==> config.mk <==
export PLATFORM = sky130hd
export DESIGN_NAME = rrse_core
export DESIGN_NICKNAME = d
export VERILOG_FILES = /design/src/inc/rrse_pkg.sv /design/src/verilog/rrse_core.sv
export SDC_FILE = /design/constraint.sdc
export NUM_CORES = 2
export LEC_CHECK = 0
export ABC_CLOCK_PERIOD_IN_PS = 5570
export BUFFER_PORTS_ARGS = -buffer_cell sky130_fd_sc_hd__buf_2
export CAP_MARGIN = 20
export CORE_ASPECT_RATIO = 2
export CORE_MARGIN = 10
export CORE_UTILIZATION = 58
export DETAILED_ROUTE_END_ITERATION = 6
export GPL_ROUTABILITY_DRIVEN = 1
export GPL_TIMING_DRIVEN = 0
export PLACE_DENSITY = 0.77
export SYNTH_ARGS = -nofsm -noshare
export SYNTH_HDL_FRONTEND = slang
export SYNTH_SLANG_ARGS = --single-unit
==> constraint.sdc <==
create_clock -name clk_in -period 5.57 [get_ports clk_in]
set_clock_uncertainty 0.2 [all_clocks]
set_input_delay 0.557 -clock clk_in [delete_from_list [all_inputs] [get_ports clk_in]]
set_output_delay 0.557 -clock clk_in [all_outputs]
set_load 0.01 [all_outputs]
==> src/inc/rrse_pkg.sv <==
// shared constants and types for the rotate/repeat/store execution block
package rrse_pkg;

    // apb byte offsets
    localparam logic [7:0] ADDR_CMD       = 8'h00;
    localparam logic [7:0] ADDR_OPND      = 8'h04;
    localparam logic [7:0] ADDR_FLAGS     = 8'h08;
    localparam logic [7:0] ADDR_LCOUNT    = 8'h0c;
    localparam logic [7:0] ADDR_LSTART    = 8'h10;
    localparam logic [7:0] ADDR_LLAST     = 8'h14;
    localparam logic [7:0] ADDR_PC        = 8'h18;
    localparam logic [7:0] ADDR_STATUS    = 8'h1c;
    localparam logic [7:0] ADDR_REG_BASE  = 8'h40;
    localparam logic [7:0] ADDR_MEM_BASE  = 8'h80;
    localparam logic [7:0] WINDOW_SPAN    = 8'h40;

    // flag word bit positions
    localparam int FLAG_C   = 0;
    localparam int FLAG_V   = 1;
    localparam int FLAG_Z   = 2;
    localparam int FLAG_N   = 3;
    localparam int FLAG_FU  = 4;
    localparam int FLAG_LO  = 5;
    localparam int FLAG_LU  = 6;
    localparam int FLAG_SAT = 7;
    localparam int FLAG_RPT = 8;
    localparam int FLAG_S   = 9;

    // status word bit positions
    localparam int STAT_BUSY    = 0;
    localparam int STAT_WAITING = 1;
    localparam int STAT_ILLEGAL = 2;
    localparam int STAT_PIN0    = 3;

    // reset values and limits
    localparam logic [31:0] FLAGS_RESET  = 32'h0000_0000;
    localparam logic [31:0] WORD_RESET   = 32'h0000_0000;
    localparam logic [3:0]  EXT_REG_LAST = 4'h7;
    localparam int          IMM_WIDTH    = 16;

    // addressing selectors
    localparam logic [1:0] SEL_REG      = 2'h0;
    localparam logic [1:0] SEL_DIRECT   = 2'h1;
    localparam logic [1:0] SEL_INDIRECT = 2'h2;
    localparam logic [1:0] SEL_IMM      = 2'h3;

    // opcodes as software writes them
    typedef enum logic [3:0] {
        OP_NOP      = 4'h0,
        OP_ROT_R    = 4'h1,
        OP_ROT_RC   = 4'h2,
        OP_RPT_ONE  = 4'h3,
        OP_ILOCK    = 4'h4,
        OP_FSTORE   = 4'h5,
        OP_FSTORE_I = 4'h6,
        OP_ISTORE   = 4'h7,
        OP_ISTORE_I = 4'h8,
        OP_FSTORE_P = 4'h9,
        OP_ISTORE_P = 4'ha
    } rrse_op_type;

    // command word layout
    typedef struct packed {
        logic [9:0]  rsvd;
        logic [3:0]  idx_b;
        logic [3:0]  idx_a;
        logic [1:0]  mode;
        logic [3:0]  reg_b;
        logic [3:0]  reg_a;
        logic [3:0]  op;
    } rrse_cmd_type;

    typedef enum logic [1:0] {
        S_IDLE,
        S_EXEC,
        S_WAIT_ACK,
        S_REPEAT
    } rrse_state_type;

endpackage

==> src/verilog/rrse_core.sv <==
// execution unit for rotates, repeat-single, interlock signalling and stores
`timescale 1ns/1ps

module rrse_core
    import rrse_pkg::*;
#(
    parameter int REG_COUNT = 16,
    parameter int MEM_DEPTH = 16
)(
    // clock and reset
    input  wire logic        clk_in,
    input  wire logic        reset_n_in,
    // apb slave
    input  wire logic [7:0]  paddr_in,
    input  wire logic        psel_in,
    input  wire logic        penable_in,
    input  wire logic        pwrite_in,
    input  wire logic [31:0] pwdata_in,
    output logic      [31:0] prdata_out,
    output logic             pready_out,
    output logic             pslverr_out,
    // interlock flag pins
    input  wire logic        flag_pin_one_in,
    output logic             flag_pin_zero_out
);

    localparam int RIW = $clog2(REG_COUNT);
    localparam int MIW = $clog2(MEM_DEPTH);

    rrse_state_type state;
    rrse_cmd_type   fetched_opcode_latch;
    logic [31:0]    operand;
    logic [31:0]    flag_word;
    logic [31:0]    loop_count;
    logic [31:0]    loop_start_pointer;
    logic [31:0]    loop_last_pointer;
    logic [31:0]    pc;
    logic           illegal;
    logic [31:0]    regs [REG_COUNT];
    logic [31:0]    mem  [MEM_DEPTH];
    logic           ack_meta;
    logic           ack_sync;

    // apb decode
    logic        apb_done;
    logic        apb_wr;
    logic [7:0]  wr_off;
    logic        in_reg_win;
    logic        in_mem_win;
    logic        mapped;
    logic        cmd_write;
    logic [31:0] rd_word;

    // execution results
    logic              exec_fire;
    rrse_op_type       cur_op;
    logic              dst_ext;
    logic [31:0]       src_a;
    logic [31:0]       src_b;
    logic [MIW-1:0]    addr_one;
    logic [MIW-1:0]    addr_two;
    logic [31:0]       rpt_src;
    logic              next_rf_we;
    logic [31:0]       next_rf_data;
    logic              next_m1_we;
    logic [MIW-1:0]    next_m1_addr;
    logic [31:0]       next_m1_data;
    logic              next_m2_we;
    logic [MIW-1:0]    next_m2_addr;
    logic [31:0]       next_m2_data;
    logic [31:0]       next_flags;
    logic              next_rpt;
    logic              next_illegal;
    logic              loop_done;

    assign apb_done   = psel_in && penable_in && pready_out;
    assign apb_wr     = apb_done && pwrite_in;
    assign wr_off     = paddr_in - ADDR_REG_BASE;
    assign in_reg_win = (paddr_in >= ADDR_REG_BASE)
                     && (paddr_in < ADDR_REG_BASE + WINDOW_SPAN);
    assign in_mem_win = (paddr_in >= ADDR_MEM_BASE)
                     && (paddr_in < ADDR_MEM_BASE + WINDOW_SPAN);
    assign mapped     = in_reg_win || in_mem_win || (paddr_in <= ADDR_STATUS);
    assign cmd_write  = apb_wr && (paddr_in == ADDR_CMD)
                     && (state == S_IDLE);
    assign exec_fire  = (state == S_EXEC) || (state == S_REPEAT);
    assign cur_op     = rrse_op_type'(fetched_opcode_latch.op);
    assign loop_done  = (state == S_REPEAT) && (loop_count == WORD_RESET);

    // acknowledge pin synchroniser; first stage feeds only the second
    always_ff @(posedge clk_in or negedge reset_n_in)
    begin
        if (!reset_n_in)
        begin
            ack_meta <= 1'b1;
            ack_sync <= 1'b1;
        end
        else
        begin
            ack_meta <= flag_pin_one_in;
            ack_sync <= ack_meta;
        end
    end

    // operand fetch and address formation
    always_comb
    begin
        dst_ext  = fetched_opcode_latch.reg_a <= EXT_REG_LAST;
        src_a    = regs[fetched_opcode_latch.reg_a[RIW-1:0]];
        src_b    = regs[fetched_opcode_latch.reg_b[RIW-1:0]];
        addr_two = regs[fetched_opcode_latch.idx_b[RIW-1:0]][MIW-1:0];
        if (fetched_opcode_latch.mode == SEL_DIRECT)
            addr_one = operand[MIW-1:0];
        else
            addr_one = regs[fetched_opcode_latch.idx_a[RIW-1:0]][MIW-1:0];
        case (fetched_opcode_latch.mode)
            SEL_REG:      rpt_src = src_a;
            SEL_DIRECT:   rpt_src = mem[addr_one];
            SEL_INDIRECT: rpt_src = mem[addr_one];
            default:      rpt_src = {{(32 - IMM_WIDTH){1'b0}},
                                     operand[IMM_WIDTH-1:0]};
        endcase
    end

    // one-cycle execution of the latched command; the overflow mode bit is
    // never consulted by any path below
    always_comb
    begin
        next_rf_we   = 1'b0;
        next_rf_data = src_a;
        next_m1_we   = 1'b0;
        next_m1_addr = addr_one;
        next_m1_data = src_a;
        next_m2_we   = 1'b0;
        next_m2_addr = addr_two;
        next_m2_data = src_b;
        next_flags   = flag_word;
        next_rpt     = 1'b0;
        next_illegal = 1'b0;
        if (exec_fire)
        begin
            case (cur_op)
                OP_ROT_R, OP_ROT_RC:
                begin
                    next_rf_we = 1'b1;
                    if (cur_op == OP_ROT_R)
                        next_rf_data = {src_a[0], src_a[31:1]};
                    else
                        next_rf_data = {flag_word[FLAG_C], src_a[31:1]};
                    if (dst_ext)
                    begin
                        next_flags[FLAG_C]  = src_a[0];
                        next_flags[FLAG_FU] = 1'b0;
                        next_flags[FLAG_V]  = 1'b0;
                        next_flags[FLAG_N]  = next_rf_data[31];
                        next_flags[FLAG_Z]  = next_rf_data == WORD_RESET;
                    end
                end
                OP_RPT_ONE:
                begin
                    next_rpt             = 1'b1;
                    next_flags[FLAG_RPT] = 1'b1;
                    next_flags[FLAG_S]   = 1'b1;
                end
                OP_FSTORE, OP_FSTORE_I, OP_ISTORE, OP_ISTORE_I:
                begin
                    // register and immediate destinations are refused
                    if (fetched_opcode_latch.mode == SEL_DIRECT
                        || fetched_opcode_latch.mode == SEL_INDIRECT)
                        next_m1_we = 1'b1;
                    else
                        next_illegal = 1'b1;
                end
                OP_FSTORE_P, OP_ISTORE_P:
                begin
                    next_m1_addr = regs[fetched_opcode_latch.idx_a[RIW-1:0]]
                                   [MIW-1:0];
                    next_m1_we   = 1'b1;
                    next_m2_we   = 1'b1;
                end
                default:
                begin
                    next_rf_we = 1'b0;
                end
            endcase
            if (loop_done)
            begin
                next_flags[FLAG_RPT] = 1'b0;
                next_flags[FLAG_S]   = 1'b0;
            end
        end
    end

    // sequencer
    always_ff @(posedge clk_in or negedge reset_n_in)
    begin
        if (!reset_n_in)
            state <= S_IDLE;
        else
        begin
            case (state)
                S_IDLE:
                    if (cmd_write)
                        state <= flag_word[FLAG_S] ? S_REPEAT : S_EXEC;
                S_EXEC:
                    state <= (cur_op == OP_ILOCK) ? S_WAIT_ACK : S_IDLE;
                S_WAIT_ACK:
                    if (!ack_sync)
                        state <= S_IDLE;
                S_REPEAT:
                    if (loop_done)
                        state <= S_IDLE;
                default:
                    state <= S_IDLE;
            endcase
        end
    end

    // command latch; during a repeat it alone supplies the opcode
    always_ff @(posedge clk_in or negedge reset_n_in)
    begin
        if (!reset_n_in)
            fetched_opcode_latch <= '0;
        else if (cmd_write)
            fetched_opcode_latch <= rrse_cmd_type'(pwdata_in);
    end

    // interlock pin: low from request until the acknowledge arrives
    always_ff @(posedge clk_in or negedge reset_n_in)
    begin
        if (!reset_n_in)
            flag_pin_zero_out <= 1'b1;
        else if (state == S_EXEC && cur_op == OP_ILOCK)
            flag_pin_zero_out <= 1'b0;
        else if (state == S_WAIT_ACK && !ack_sync)
            flag_pin_zero_out <= 1'b1;
        else if (exec_fire && (cur_op == OP_FSTORE_I
                               || cur_op == OP_ISTORE_I))
            flag_pin_zero_out <= 1'b1;
    end

    // flag word, software writes lose to execution in the same cycle
    always_ff @(posedge clk_in or negedge reset_n_in)
    begin
        if (!reset_n_in)
            flag_word <= FLAGS_RESET;
        else if (exec_fire)
            flag_word <= next_flags;
        else if (apb_wr && paddr_in == ADDR_FLAGS)
            flag_word <= pwdata_in;
    end

    // loop registers and program counter
    always_ff @(posedge clk_in or negedge reset_n_in)
    begin
        if (!reset_n_in)
        begin
            loop_count         <= WORD_RESET;
            loop_start_pointer <= WORD_RESET;
            loop_last_pointer  <= WORD_RESET;
            pc                 <= WORD_RESET;
        end
        else if (exec_fire && next_rpt)
        begin
            loop_count         <= rpt_src;
            loop_start_pointer <= pc + 32'h1;
            loop_last_pointer  <= pc + 32'h1;
            pc                 <= pc + 32'h1;
        end
        else if (state == S_REPEAT)
        begin
            // no fetch or branch cycle between passes
            loop_count <= loop_count - 32'h1;
            if (loop_done)
                pc <= loop_last_pointer + 32'h1;
        end
        else if (state == S_EXEC && cur_op != OP_ILOCK)
            pc <= pc + 32'h1;
        else if (state == S_WAIT_ACK && !ack_sync)
            pc <= pc + 32'h1;
        else if (apb_wr)
        begin
            if (paddr_in == ADDR_LCOUNT)
                loop_count <= pwdata_in;
            if (paddr_in == ADDR_LSTART)
                loop_start_pointer <= pwdata_in;
            if (paddr_in == ADDR_LLAST)
                loop_last_pointer <= pwdata_in;
            if (paddr_in == ADDR_PC)
                pc <= pwdata_in;
        end
    end

    // operand word and sticky illegal-mode flag
    always_ff @(posedge clk_in or negedge reset_n_in)
    begin
        if (!reset_n_in)
        begin
            operand <= WORD_RESET;
            illegal <= 1'b0;
        end
        else
        begin
            if (apb_wr && paddr_in == ADDR_OPND)
                operand <= pwdata_in;
            // a new fault wins over the clear
            if (next_illegal)
                illegal <= 1'b1;
            else if (apb_wr && paddr_in == ADDR_STATUS
                     && pwdata_in[STAT_ILLEGAL])
                illegal <= 1'b0;
        end
    end

    // register file
    always_ff @(posedge clk_in or negedge reset_n_in)
    begin
        if (!reset_n_in)
        begin
            for (int i = 0; i < REG_COUNT; i++)
                regs[i] <= WORD_RESET;
        end
        else if (next_rf_we)
            regs[fetched_opcode_latch.reg_a[RIW-1:0]] <= next_rf_data;
        else if (apb_wr && in_reg_win)
            regs[wr_off[RIW+1:2]] <= pwdata_in;
    end

    // data memory; second store written last so it wins a shared address
    always_ff @(posedge clk_in)
    begin
        if (next_m1_we)
            mem[next_m1_addr] <= next_m1_data;
        if (next_m2_we)
            mem[next_m2_addr] <= next_m2_data;
        if (!next_m1_we && !next_m2_we && apb_wr && in_mem_win)
            mem[paddr_in[MIW+1:2]] <= pwdata_in;
    end

    // read mux
    always_comb
    begin
        rd_word = WORD_RESET;
        if (in_reg_win)
            rd_word = regs[wr_off[RIW+1:2]];
        else if (in_mem_win)
            rd_word = mem[paddr_in[MIW+1:2]];
        else
        begin
            case (paddr_in)
                ADDR_CMD:     rd_word = fetched_opcode_latch;
                ADDR_OPND:    rd_word = operand;
                ADDR_FLAGS:   rd_word = flag_word;
                ADDR_LCOUNT:  rd_word = loop_count;
                ADDR_LSTART:  rd_word = loop_start_pointer;
                ADDR_LLAST:   rd_word = loop_last_pointer;
                ADDR_PC:      rd_word = pc;
                ADDR_STATUS:
                begin
                    rd_word[STAT_BUSY]    = state != S_IDLE;
                    rd_word[STAT_WAITING] = state == S_WAIT_ACK;
                    rd_word[STAT_ILLEGAL] = illegal;
                    rd_word[STAT_PIN0]    = flag_pin_zero_out;
                end
                default:      rd_word = WORD_RESET;
            endcase
        end
    end

    // apb answer: one wait cycle, all outputs registered
    always_ff @(posedge clk_in or negedge reset_n_in)
    begin
        if (!reset_n_in)
        begin
            pready_out  <= 1'b0;
            prdata_out  <= WORD_RESET;
            pslverr_out <= 1'b0;
        end
        else
        begin
            pready_out  <= psel_in && penable_in && !pready_out;
            prdata_out  <= pwrite_in ? WORD_RESET : rd_word;
            pslverr_out <= psel_in && penable_in && !pready_out
                        && (!mapped || (pwrite_in && paddr_in == ADDR_CMD
                                        && state != S_IDLE));
        end
    end
endmodule // rrse_core

==> results.cfg, run 1 <==
[outcome]
outcome = stopped before the end
haltStage = 5_1_grt
firstError = [ERROR GRT-0116] Global routing finished with congestion. Check the congestion regions in the DRC Viewer.

[floorplan]
initial_utilization_pct = 58.3
die_h_um = 542
die_w_um = 281
std_cell_rows = 191
ioPinCount = 81

[logic_synthesis]
ys_ff_latch = 1288
synth-seq-area-share_pct = 44.0
synth_most_common_cell = dfrtp_1
yosys_warnings = 0
ys.flop_type = dfrtp_1
yosysTopAreaCellShare_pct = 24.5
syn_area_sq_um = 79000
synth_area_leaders = dfrtp_1 (24%), edfxtp_1 (19%), mux4_2 (18%)
syn_inst = 7232
async_reset_ff_share_pct = 60.2
synth_area_per_cell_sq_um = 10.9
ys_types = 86
synth-edff-count = 512
synth_nets = 7288
yosys.area.top_type = dfrtp_1
synth_common_cells = dfrtp_1 (773), nor2_1 (742), a21oi_1 (703)

[clocking]
cts.sinks = 1288
post_cts_buffers = 0
cts_made_buffers = 118
clk_path_buf_depth = 3
root_buffer = clkbuf_16
post_cts_resized = 0
h-tree-depth = 3
cts-hold-fix-buffers = 4

[global_routing]
grt_pass1_wl_um = 820000
first_global_vias = 89500
grt_max_degree = 114
grt_use_total_pct = 74.6
grt-ovfl-total = 1704

[place]
place_hpwl_um = 356000
gp_congestion = 1.30
placed_area_sq_um = 83700
pre_cts_slack_ns = 0.0611
port_buffers = 75
## kinds of logic after synthesis
kind of cell             synth area share, %
AO/OA/AOI/OAI                           17.9
XOR/XNOR                               0.731
adder cells (fa/ha/maj)                0.158
buffers and inverters                   4.43
flip-flops                              44.0
multiplexers                            23.5
AND/OR/NAND/NOR                         9.22
## metrics by stage
stage	std cells	utilization, %
CTS	9384	64.9
global placement	9044	60.2
detailed placement	9157	61.8
floorplan	7232	-
## routing by layer
metal | overflow | track usage, %
met1 | 44 | 72.3
met2 | 978 | 91.9
met3 | 77 | 59.2
met4 | 591 | 76.5
met5 | 14 | 30.7
==> run 2, diff against run 1 <==
ABC_CLOCK_PERIOD_IN_PS = 7200   (was 5570)
CORE_ASPECT_RATIO = default   (was 2)
CORE_UTILIZATION = 40   (was 58)
PLACE_DENSITY = default   (was 0.77)
PLACE_DENSITY_LB_ADDON = 0.15   (was default)
clock period = 7.2 ns   (was 5.57 ns; I/O delays follow)
==> results.cfg, run 2 <==
[outcome]
outcome = finished with violations
violations = design-rule violations

[logic_synthesis]
synth_area_per_cell_sq_um = 10.9
ys.flop_type = dfrtp_1
yosysTopAreaCellShare_pct = 24.5
async_reset_ff_share_pct = 60.2
ys_types = 86
synth_nets = 7288
synth-seq-area-share_pct = 44.0
syn_inst = 7232
synth_most_common_cell = dfrtp_1
yosys.area.top_type = dfrtp_1
syn_area_sq_um = 79000
synth_area_leaders = dfrtp_1 (24%), edfxtp_1 (19%), mux4_2 (18%)
synth-edff-count = 512
synth_common_cells = dfrtp_1 (773), nor2_1 (742), a21oi_1 (703)
yosys_warnings = 0
ys_ff_latch = 1288

[worst_setup_path]
timing.rr.end = loop_count[14]
end_kind = flop
timing.critical_path.mode_cell = clkbuf_1
crit_fanout = 10
rrSetupSlack_ns = 1.18
critPathLaunchType = flop
slowest_delay_ns = 1.26
crit_type = flop to flop
critPathRequiredTime_ns = 7.66
worst_r2r_path_depth = 9
slowest_stage = nor2_1
cp_cell_sequence = inv_1 > ha_1 > clkbuf_1 > and2_1 > nand3_1 > nor2_1 > clkbuf_1 > a211oi_1 > o21ai_0
worstPathArrival_ns = 6.48
timing.rr.start = fetched_opcode_latch[13]

[layout]
syn2layout_area_growth_pct = 15.2
nets = 7693
top_regs = mem x512, regs x512
final_area_sq_um = 91000
final_cell_mix = dfrtp_1 (773), nor2_1 (742), a21oi_1 (703), mux4_2 (633), o21ai_0 (600)
drive_above_1_share_pct = 21.1
fin_util_pct = 46.3
final_common_cell = dfrtp_1

[timing]
fin_setup_tns_ns = 0
final_hold_viol_count = 0
whs_ns = 0.138
timing_worst_slew_pin_value_ns = 1.38
period_needed_ns = 6.02
setup_viol = 0
rsz0062_at_grt = false
setup_ws_ns = 1.18
fmax_ghz = 0.166
finalCritPeriodShare_pct = 83.6
max_slew_margin_pct = 7.28
finalMaxSlewViolations = 0

[worst_hold_path]
hp-class = input port to async pin

[clocking]
cts-hold-fix-buffers = 4
clk_pin_slew_ns = 0.07
clock_latency_ns = 0.88
clk_path_buf_depth = 3
h-tree-depth = 4
post_cts_resized = 0
cts_tree = yes
cts_made_buffers = 156
root_buffer = clkbuf_16
post_cts_buffers = 0
cts.sinks = 1288

[floorplan]
die_h_um = 464
die_w_um = 464
initial_utilization_pct = 40.2
core_sq_um = 197000
ioPinCount = 81
std_cell_rows = 163
dieArea_sq_um = 216000

[detailed_routing]
drt_wl_total_um = 482000
top_layer_used = met5
first_pass_iters = 7
drc = 5
viasPerCell = 7.47
drt_iter0_drc = 15300
avgRoutedWirePerCell_um = 46.1
wl_met1_um = 168000
via_count = 78000
met3_length_um = 78100
antenna_left = 0
met2_length_um = 190000

[global_routing]
grt-ovfl-total = 0
grt_max_degree = 114
grt_use_total_pct = 42.9
first_global_vias = 71800
grt_pass1_wl_um = 640000
grt_antenna_before_repair = 50

[job]
drv_cap = 0

[power]
power_leakage_nw = 32.9
ir_drop_uv = 279
cellPowerDensity_nw_per_um2 = 194

[place]
gp_congestion = 1.09
port_buffers = 75
pre_cts_slack_ns = 1.37
place_hpwl_um = 365000
placed_area_sq_um = 85400
run 2: cell counts after synthesis:
Identical to the previous run, type by type.
run 2: layer usage:
layer / vias up / track usage, %
met3: 1994 / 20.6
met5: - / 0.156
li1: 28700 / -
met4: 32 / 31.0
met2: 7823 / 58.0
met1: 39400 / 52.9
run 2: cell type report:
type,instances,area [sq um]
Timing Repair Buffer,247,3040
Clock buffer,219,4480
Clock inverter,68,719
Antenna cell,35,87.6
Fill cell,18700,106000
Sequential cell,1288,34800
Tap cell,2640,3300
Multi-Input combinational cell,5126,41100
Inverter,28,105
Buffer,790,3430
run 2: worst max-delay path: cells and delay by family, from the launching register on:
kind | cells | cell delay [ns]
adders and majority gates | 1 | 0.29
buffers and inverters | 3 | 1.60
and+or+nand+nor | 3 | 2.32
AOI/OAI and AO/OA | 2 | 0.90
DFF | 1 | 0.50
run 2: cell families after synthesis:
| family | count (synthesis) | synth area share, % |
|---|---|---|
| AO/OA/AOI/OAI | 2315 | 17.9 |
| AND/OR/NAND/NOR | 1692 | 9.22 |
| flip-flops | 1288 | 44.0 |
| multiplexers | 1043 | 23.5 |
| buffers and inverters | 818 | 4.43 |
| XOR/XNOR | 66 | 0.731 |
| adder cells (fa/ha/maj) | 10 | 0.158 |
run 2: how the worst max path moves through the flow:
stage                                  start              to  slack (ns)  depth (start not counted)
finish              fetched_opcode_latch[13]  loop_count[14]        1.18                          9
CTS                  fetched_opcode_latch[5]       regs[278]        1.53                          9
detailed placement                 pwrite_in      mem[10][7]        1.37                         10
global route        fetched_opcode_latch[13]  loop_count[14]        1.64                          9
global placement                  reset_n_in       regs[264]      -13.13                          1
floorplan                          pwrite_in       mem[4][0]        1.76                          9
run 2: stage by stage:
| step | power, mW | instances |
|---|---|---|
| detailed placement | 9.33 | 10100 |
| CTS | 17.4 | 10400 |
| global route | 17.8 | 10400 |
| floorplan | 8.54 | 7232 |
| finish | 17.6 | 10400 |
| global placement | 9.25 | 9947 |
run 2: report_power, final:
| part | switching, mW | internal, mW |
|---|---|---|
| combinational | 1.06 | 0.459 |
| clock | 3.64 | 4.69 |
| sequential | 0.0885 | 7.69 |
| total | 4.79 | 12.8 |
No activity file was read; power rests on OpenSTA's default activity.
